`config.mk`:
```
export PLATFORM = sky130hd
export DESIGN_NAME = boundary_scan_tap_port
export DESIGN_NICKNAME = d
export VERILOG_FILES = /design/src/design/boundary_scan_tap_port.v /design/src/design/tap_pin_sync.v
export VERILOG_INCLUDE_DIRS = /design/src /design/src/design
export SDC_FILE = /design/constraint.sdc
export NUM_CORES = 1
export LEC_CHECK = 0
export BUFFER_PORTS_ARGS = -buffer_cell sky130_fd_sc_hd__buf_2
export CELL_PAD_IN_SITES_DETAIL_PLACEMENT = 1
export CELL_PAD_IN_SITES_GLOBAL_PLACEMENT = 1
export CORE_MARGIN = 1
export CORE_UTILIZATION = 45
export DETAILED_ROUTE_END_ITERATION = 6
export PLACE_DENSITY = 0.88
export SYNTH_ARGS = -nofsm -noshare
export SYNTH_HDL_FRONTEND = slang
export SYNTH_SLANG_ARGS = --single-unit
```
`constraint.sdc`:
```
create_clock -name clk -period 2.25 [get_ports clk]
set_input_delay 0.3375 -clock clk [delete_from_list [all_inputs] [get_ports clk]]
set_output_delay 0.3375 -clock clk [all_outputs]
set_load 0.005 [all_outputs]
```
`src/design/tap_port_regs.vh`:
```
`ifndef TAP_PORT_REGS_VH
`define TAP_PORT_REGS_VH
`define TAP_RESET 4'h0
`define TAP_IDLE 4'h1
`define TAP_SEL_DR 4'h2
`define TAP_CAP_DR 4'h3
`define TAP_SHIFT_DR 4'h4
`define TAP_EXIT1_DR 4'h5
`define TAP_PAUSE_DR 4'h6
`define TAP_EXIT2_DR 4'h7
`define TAP_UPD_DR 4'h8
`define TAP_SEL_IR 4'h9
`define TAP_CAP_IR 4'ha
`define TAP_SHIFT_IR 4'hb
`define TAP_EXIT1_IR 4'hc
`define TAP_PAUSE_IR 4'hd
`define TAP_EXIT2_IR 4'he
`define TAP_UPD_IR 4'hf
`define IR_WIDTH 4
`define IR_BYPASS 4'hf
`define IR_IDCODE 4'h1
`define IR_CAPTURE 4'h1
`define ID_WIDTH 32
`define TEST_CLOCK_MAX_MHZ 10
`define SYS_CLOCK_MHZ 250
`define TEST_CLOCK_MIN_CYCLES (`SYS_CLOCK_MHZ / `TEST_CLOCK_MAX_MHZ)
`define SYNC_SETTLE 2'h3
`define ID_SHIFT_RESET 32'h00000000
`define BYPASS_RESET 1'h0
`define SERIAL_OUT_RESET 1'h0
`endif

```
`src/design/boundary_scan_tap_port.v`:
```
`timescale 1ns/1ns
`include "tap_port_regs.vh"
module boundary_scan_tap_port
#(
   parameter [31:0] ID_CODE = 32'h00000001 // arbitrary value
)
(
   input wire clk,
   input wire reset_n,
   input wire test_port_reset_n,
   input wire test_port_clock,
   input wire test_port_mode_select,
   input wire test_port_serial_in,
   output reg test_port_serial_out,
   output reg test_port_serial_out_en,
   output wire [3:0] tapState,
   output wire [3:0] instruction
);
   wire [3:0] syncPins;
   wire tckS;
   wire tmsS;
   wire tdiS;
   wire trstS;
   reg tckPrev_ff;
   reg [3:0] state_ff;
   reg [3:0] nxt_state;
   reg [3:0] irShift_ff;
   reg [3:0] ir_ff;
   reg [31:0] idShift_ff;
   reg bypass_ff;
   reg tdoBit;
   reg nxt_serialOut;
   reg [1:0] settle_ff;
   wire rise;
   wire fall;
   wire tapReset;
   wire stepEn;
   wire dropEn;
   wire capDr;
   wire shiftDr;
   wire capIr;
   wire shiftIr;
   wire updIr;
   wire toReset;

   // the test reset is also sampled; a 4 ns clock sees any assertion in two cycles
   tap_pin_sync u_sync
   (
      .clk(clk),
      .reset_n(reset_n),
      .pinIn({test_port_reset_n, test_port_clock, test_port_mode_select,
         test_port_serial_in}),
      .pinOut(syncPins)
   );
   assign trstS = syncPins[3];
   assign tckS = syncPins[2];
   assign tmsS = syncPins[1];
   assign tdiS = syncPins[0];
   // a 10MHz test clock gives 25 samples per period, so no edge is missed
   assign rise = tckS & ~tckPrev_ff;
   assign fall = ~tckS & tckPrev_ff;
   assign tapState = state_ff;
   assign instruction = ir_ff;

   function isShift;
      input [3:0] s;
      begin
         isShift = (s == `TAP_SHIFT_DR) || (s == `TAP_SHIFT_IR);
      end
   endfunction

   always @*
   begin
      case (state_ff)
         `TAP_RESET: nxt_state = tmsS ? `TAP_RESET : `TAP_IDLE;
         `TAP_IDLE: nxt_state = tmsS ? `TAP_SEL_DR : `TAP_IDLE;
         `TAP_SEL_DR: nxt_state = tmsS ? `TAP_SEL_IR : `TAP_CAP_DR;
         `TAP_CAP_DR: nxt_state = tmsS ? `TAP_EXIT1_DR : `TAP_SHIFT_DR;
         `TAP_SHIFT_DR: nxt_state = tmsS ? `TAP_EXIT1_DR : `TAP_SHIFT_DR;
         `TAP_EXIT1_DR: nxt_state = tmsS ? `TAP_UPD_DR : `TAP_PAUSE_DR;
         `TAP_PAUSE_DR: nxt_state = tmsS ? `TAP_EXIT2_DR : `TAP_PAUSE_DR;
         `TAP_EXIT2_DR: nxt_state = tmsS ? `TAP_UPD_DR : `TAP_SHIFT_DR;
         `TAP_UPD_DR: nxt_state = tmsS ? `TAP_SEL_DR : `TAP_IDLE;
         `TAP_SEL_IR: nxt_state = tmsS ? `TAP_RESET : `TAP_CAP_IR;
         `TAP_CAP_IR: nxt_state = tmsS ? `TAP_EXIT1_IR : `TAP_SHIFT_IR;
         `TAP_SHIFT_IR: nxt_state = tmsS ? `TAP_EXIT1_IR : `TAP_SHIFT_IR;
         `TAP_EXIT1_IR: nxt_state = tmsS ? `TAP_UPD_IR : `TAP_PAUSE_IR;
         `TAP_PAUSE_IR: nxt_state = tmsS ? `TAP_EXIT2_IR : `TAP_PAUSE_IR;
         `TAP_EXIT2_IR: nxt_state = tmsS ? `TAP_UPD_IR : `TAP_SHIFT_IR;
         `TAP_UPD_IR: nxt_state = tmsS ? `TAP_SEL_DR : `TAP_IDLE;
         default: nxt_state = `TAP_RESET;
      endcase
   end

   always @*
   begin
      if (state_ff == `TAP_SHIFT_IR)
         tdoBit = irShift_ff[0];
      else if (ir_ff == `IR_IDCODE)
         tdoBit = idShift_ff[0];
      else
         tdoBit = bypass_ff;
   end

   always @*
   begin
      if (isShift(state_ff))
         nxt_serialOut = tdoBit;
      else
         nxt_serialOut = 1'h0;
   end

   // the first edges after system reset only fill the pin synchroniser; a clock pin
   // idling high would otherwise look like a test-clock rise
   always @(posedge clk)
   begin
      if (!reset_n)
         settle_ff <= `SYNC_SETTLE;
      else if (settle_ff != 2'h0)
         settle_ff <= settle_ff - 2'h1;
      else
         settle_ff <= settle_ff;
   end

   always @(posedge clk)
   begin
      tckPrev_ff <= tckS;
   end

   // test reset does not wait for a test-clock edge: it acts on the third system clock after the pin falls
   assign tapReset = !reset_n || !trstS || (settle_ff != 2'h0);
   assign stepEn = rise && !tapReset;
   assign dropEn = fall && !tapReset;
   assign capDr = stepEn && (state_ff == `TAP_CAP_DR);
   assign shiftDr = stepEn && (state_ff == `TAP_SHIFT_DR);
   assign capIr = stepEn && (state_ff == `TAP_CAP_IR);
   assign shiftIr = stepEn && (state_ff == `TAP_SHIFT_IR);
   assign updIr = stepEn && (state_ff == `TAP_UPD_IR);
   assign toReset = stepEn && ((state_ff == `TAP_RESET) || (nxt_state == `TAP_RESET));

   always @(posedge clk)
   begin
      if (tapReset)
         state_ff <= `TAP_RESET;
      else if (stepEn)
         state_ff <= nxt_state;
      else
         state_ff <= state_ff;
   end

   // capture loads a fixed pattern whose low bits let the far side find the chain length
   always @(posedge clk)
   begin
      if (tapReset)
         irShift_ff <= `IR_CAPTURE;
      else if (capIr)
         irShift_ff <= `IR_CAPTURE;
      else if (shiftIr)
         irShift_ff <= {tdiS, irShift_ff[3:1]};
      else
         irShift_ff <= irShift_ff;
   end

   // the new instruction takes effect only as update is left, never mid-shift
   always @(posedge clk)
   begin
      if (tapReset)
         ir_ff <= `IR_IDCODE;
      else if (updIr)
         ir_ff <= irShift_ff;
      else if (toReset)
         ir_ff <= `IR_IDCODE;
      else
         ir_ff <= ir_ff;
   end

   always @(posedge clk)
   begin
      if (tapReset)
         idShift_ff <= `ID_SHIFT_RESET;
      else if (capDr)
         idShift_ff <= ID_CODE;
      else if (shiftDr)
         idShift_ff <= {tdiS, idShift_ff[31:1]};
      else
         idShift_ff <= idShift_ff;
   end

   // bypass is a single flop, so a stream passes with one test-clock delay
   always @(posedge clk)
   begin
      if (tapReset)
         bypass_ff <= `BYPASS_RESET;
      else if (capDr)
         bypass_ff <= 1'h0;
      else if (shiftDr)
         bypass_ff <= tdiS;
      else
         bypass_ff <= bypass_ff;
   end

   // outside reset, out and enable move only on a test-clock fall, half a period before the far side
   // samples them
   always @(posedge clk)
   begin
      if (tapReset)
      begin
         test_port_serial_out <= `SERIAL_OUT_RESET;
         test_port_serial_out_en <= 1'h0;
      end
      else if (dropEn)
      begin
         test_port_serial_out <= nxt_serialOut;
         test_port_serial_out_en <= isShift(state_ff);
      end
      else
      begin
         test_port_serial_out <= test_port_serial_out;
         test_port_serial_out_en <= test_port_serial_out_en;
      end
   end
endmodule

```
`src/design/tap_pin_sync.v`:
```
`timescale 1ns/1ns
module tap_pin_sync
(
   clk,
   reset_n,
   pinIn,
   pinOut
);
   input wire clk;
   input wire reset_n;
   input wire [3:0] pinIn;
   output wire [3:0] pinOut;
   reg [3:0] stage1_ff;
   reg [3:0] stage2_ff;
   genvar i;
   generate
      for (i = 0; i < 4; i = i + 1)
      begin : g_bit
         always @(posedge clk)
         begin
            if (!reset_n)
            begin
               stage1_ff[i] <= 1'b0;
               stage2_ff[i] <= 1'b0;
            end
            else
            begin
               stage1_ff[i] <= pinIn[i];
               stage2_ff[i] <= stage1_ff[i];
            end
         end
      end
   endgenerate
   assign pinOut = stage2_ff;
endmodule

```
==> summary.txt <==
Status
  • Status: finished clean

Drt
  • Met3 wire len: around 200 um
  • Routed WL: between 4000 and 5000 um
  • Vias: 1791
  • Detail Route Antenna Nets: 0
  • Average wire per standard cell: ~15 um
  • Router iterations before antenna repair: 4
  • Met1 wire length: roughly 2200 um
  • WL met2: around 2400 um
  • Remaining DRCs: 0
  • Vias/cell: roughly 5.5
  • Max layer used: met4
  • Iteration-0 DRC Markers: roughly 160

Global routing
  • First-pass GRT wire length: between 8000 and 9000 um
  • GR Util All Layers: 21.3%
  • Initial antenna violation count: 0
  • Number of global-route vias before repair: 1833
  • Total gr overflow: 0
  • Largest net degree at the start of global routing: 37

Placed design
  • Post-DP HPWL: between 3000 and 4000 um
  • Buffers on Ports: 15
  • Placer congestion estimate: slightly below 0.8
  • Post-placement cell area: around 0.0023 mm2

Timing
  • Measured slew at the worst slew-check pin: about 0.48 ns
  • Setup TNS after final layout: 0 ns
  • Final setup viols: 0
  • Final Skew: around 0.0090 ns
  • Final hold violations: 0
  • Max Fclk: 540 MHz
  • RSZ-0062 raised after global routing: no
  • Final Critical Period: ~1.9 ns
  • Period Utilization, post-route: 82.3%
  • Max-slew violations: 0
  • Max_slew headroom: ~68%

Logic synthesis
  • Avg Inst Size Synth: ~9.4 um2
  • Top post-synthesis cells by area: dfxtp_1 51%, a22oi_1 11%, nor2_1 6.4%
  • Primary FF master, synth: dfxtp_1
  • Synth Instances: about 240
  • Syn nets: ~250
  • Synthesis warning total: 0
  • Post-synth EDFFs: 0
  • FFs w/ async S/R, synth: 0%
  • Mapped cell area: between 0.002 and 0.0025 mm2
  • Most common cell in the netlist: dfxtp_1
  • Synth cell types: 44
  • Synth Register Bits: 57
  • Register area share after synthesis: just over 50%
  • Post-synth top area share: 50.9%
  • Most frequent cells after synthesis: 57 x dfxtp_1, 38 x nor2_1, 34 x a22oi_1
  • Cell taking the most area after synthesis: dfxtp_1

Clock tree
  • Clock transition at path regs: roughly 0.060 ns
  • CTS Buffer Depth: 2
  • H-tree depth: 3
  • Root buffer cell: clkbuf_8
  • Clk Latency, worst-skew pair: 0.34 ns
  • Num CTS Buffers: 9
  • Clock tree from TritonCTS: done
  • Post-CTS sizing: 0
  • Cts hold-fix bufs: 0
  • Post-CTS Setup Inserts: 0
  • Clk sink count: 57

Critical path
  • Worst EP arrival: between 2 and 2.5 ns
  • Worst-path fanout max: 31
  • R2R depth: 5
  • Worst setup path category: reg2reg
  • CP Capture Type: register
  • Req. time, crit path: between 2 and 3 ns
  • CP Launch Type: register

Die
  • Initial core utilization: a little under half
  • # rows: 25
  • Die footprint: about 0.0053 mm2
  • Core area: around 0.0048 mm2
  • IO Pins: 16
  • Die height: ~73 um
  • Die width: approximately 73 um

Min path
  • WHS Path Cells: 2
  • Worst min path class: in2reg

Power and ir drop
  • Max IR drop VDD: 434 uV
  • Pwr Density: around 770 mW/mm2
  • Post-layout power: 0.00192 W
  • LEAKAGE: around 0.87 nW

Cells and area
  • Final Instance Area: 0.00251 mm2
  • N_diodes: 0
  • Layout cell share with drive strength beyond 1: around 17%
  • Layout fillers: between 500 and 600
  • Final net count: 260
  • Register area: 0.00114 mm2
  • Area delta synth->final: 12.0%
  • Multi-input gate area: about 950 um2

Run
  • MaxCap Viol Count: 0
==> kinds of logic after synthesis <==
family | after synthesis | synth area share [%]
mux | 4 | 1.90
compound gates | 71 | 21.8
fa+ha+maj | 1 | 0.559
simple gates | 78 | 17.5
flops | 57 | 50.9
xor+xnor | 2 | 0.782
buf+inv | 25 | 6.48
==> power breakdown <==
group	switching [W]	internal, W	total (W)
clock network	0.000412	0.000425	0.000836
registers	0.00000879	0.00102	0.00103
logic	0.0000279	0.0000263	0.0000542
==> critical path, stage by stage, from the launching register on <==
cell and delay, ns:
dfxtp_1 0.46, or4b_4 0.64, nor2_4 0.09, buf_4 0.31, a22oi_1 0.15, nor2_1 0.13
==> sequential cells by signal (all words and copies together) (netlist names) <==
signal / cells
settle_ff: 2
irShift_ff: 4
idShift_ff: 32
test_port_serial_out: 1
tckPrev_ff: 1
tapState: 4
u_sync.stage1_ff: 4
u_sync.pinOut: 4
instruction: 4
test_port_serial_out_en: 1
==> routing by layer <==
layer / global-route usage (%) / vias up
met5: 0 / -
met1: 24.9 / 864
met2: 34.6 / 37
met4: 12.2 / 0
met3: 6.67 / 11
li1: - / 879
==> stage by stage <==
stage                     std cells  utilization [%]  setup WS (ns)  hold slack, ns
after floorplan                 238                -          0.649           0.360
after global placement          309             49.1          0.516           0.368
after detailed placement        309             49.1          0.428           0.376
after CTS                       325             52.8          0.394           0.195
after global routing            325             52.8          0.291           0.205
final                           325             52.8          0.397           0.201
==> layout by cell type, fill, tap and decap left out, drive strengths merged, types with 3 or more instances in the layout <==
cell type,n
a31oi,4
a22oi,34
dfxtp,57
o21ai,8
and2,8
nor2,39
clkinv,4
buf,23
nand2,8
clkbuf,11
a21oi,12
nand2b,3
inv,6
nor2b,3
==> cell type report <==
| type | count | area share [%] |
|---|---|---|
| flip-flops and latches | 57 | 45.5 |
| multi-input cells | 156 | 38.0 |
| clock buffers | 11 | 5.64 |
| repair buffers | 23 | 5.39 |
| well taps | 67 | 3.34 |
| clock inverters | 5 | 1.25 |
| inverters | 6 | 0.898 |
==> path summary, 6_finish.rpt <==
path / startpoint / slack (ns) / end
max: tapState[0] / 0.40 / idShift_ff[13]
min reg2reg: u_sync.pinOut[2] / 0.39 / tckPrev_ff
max reg2reg: tapState[0] / 0.40 / idShift_ff[13]
min: test_port_clock / 0.20 / u_sync.stage1_ff[2]
Power figures use the tool's default switching activity.
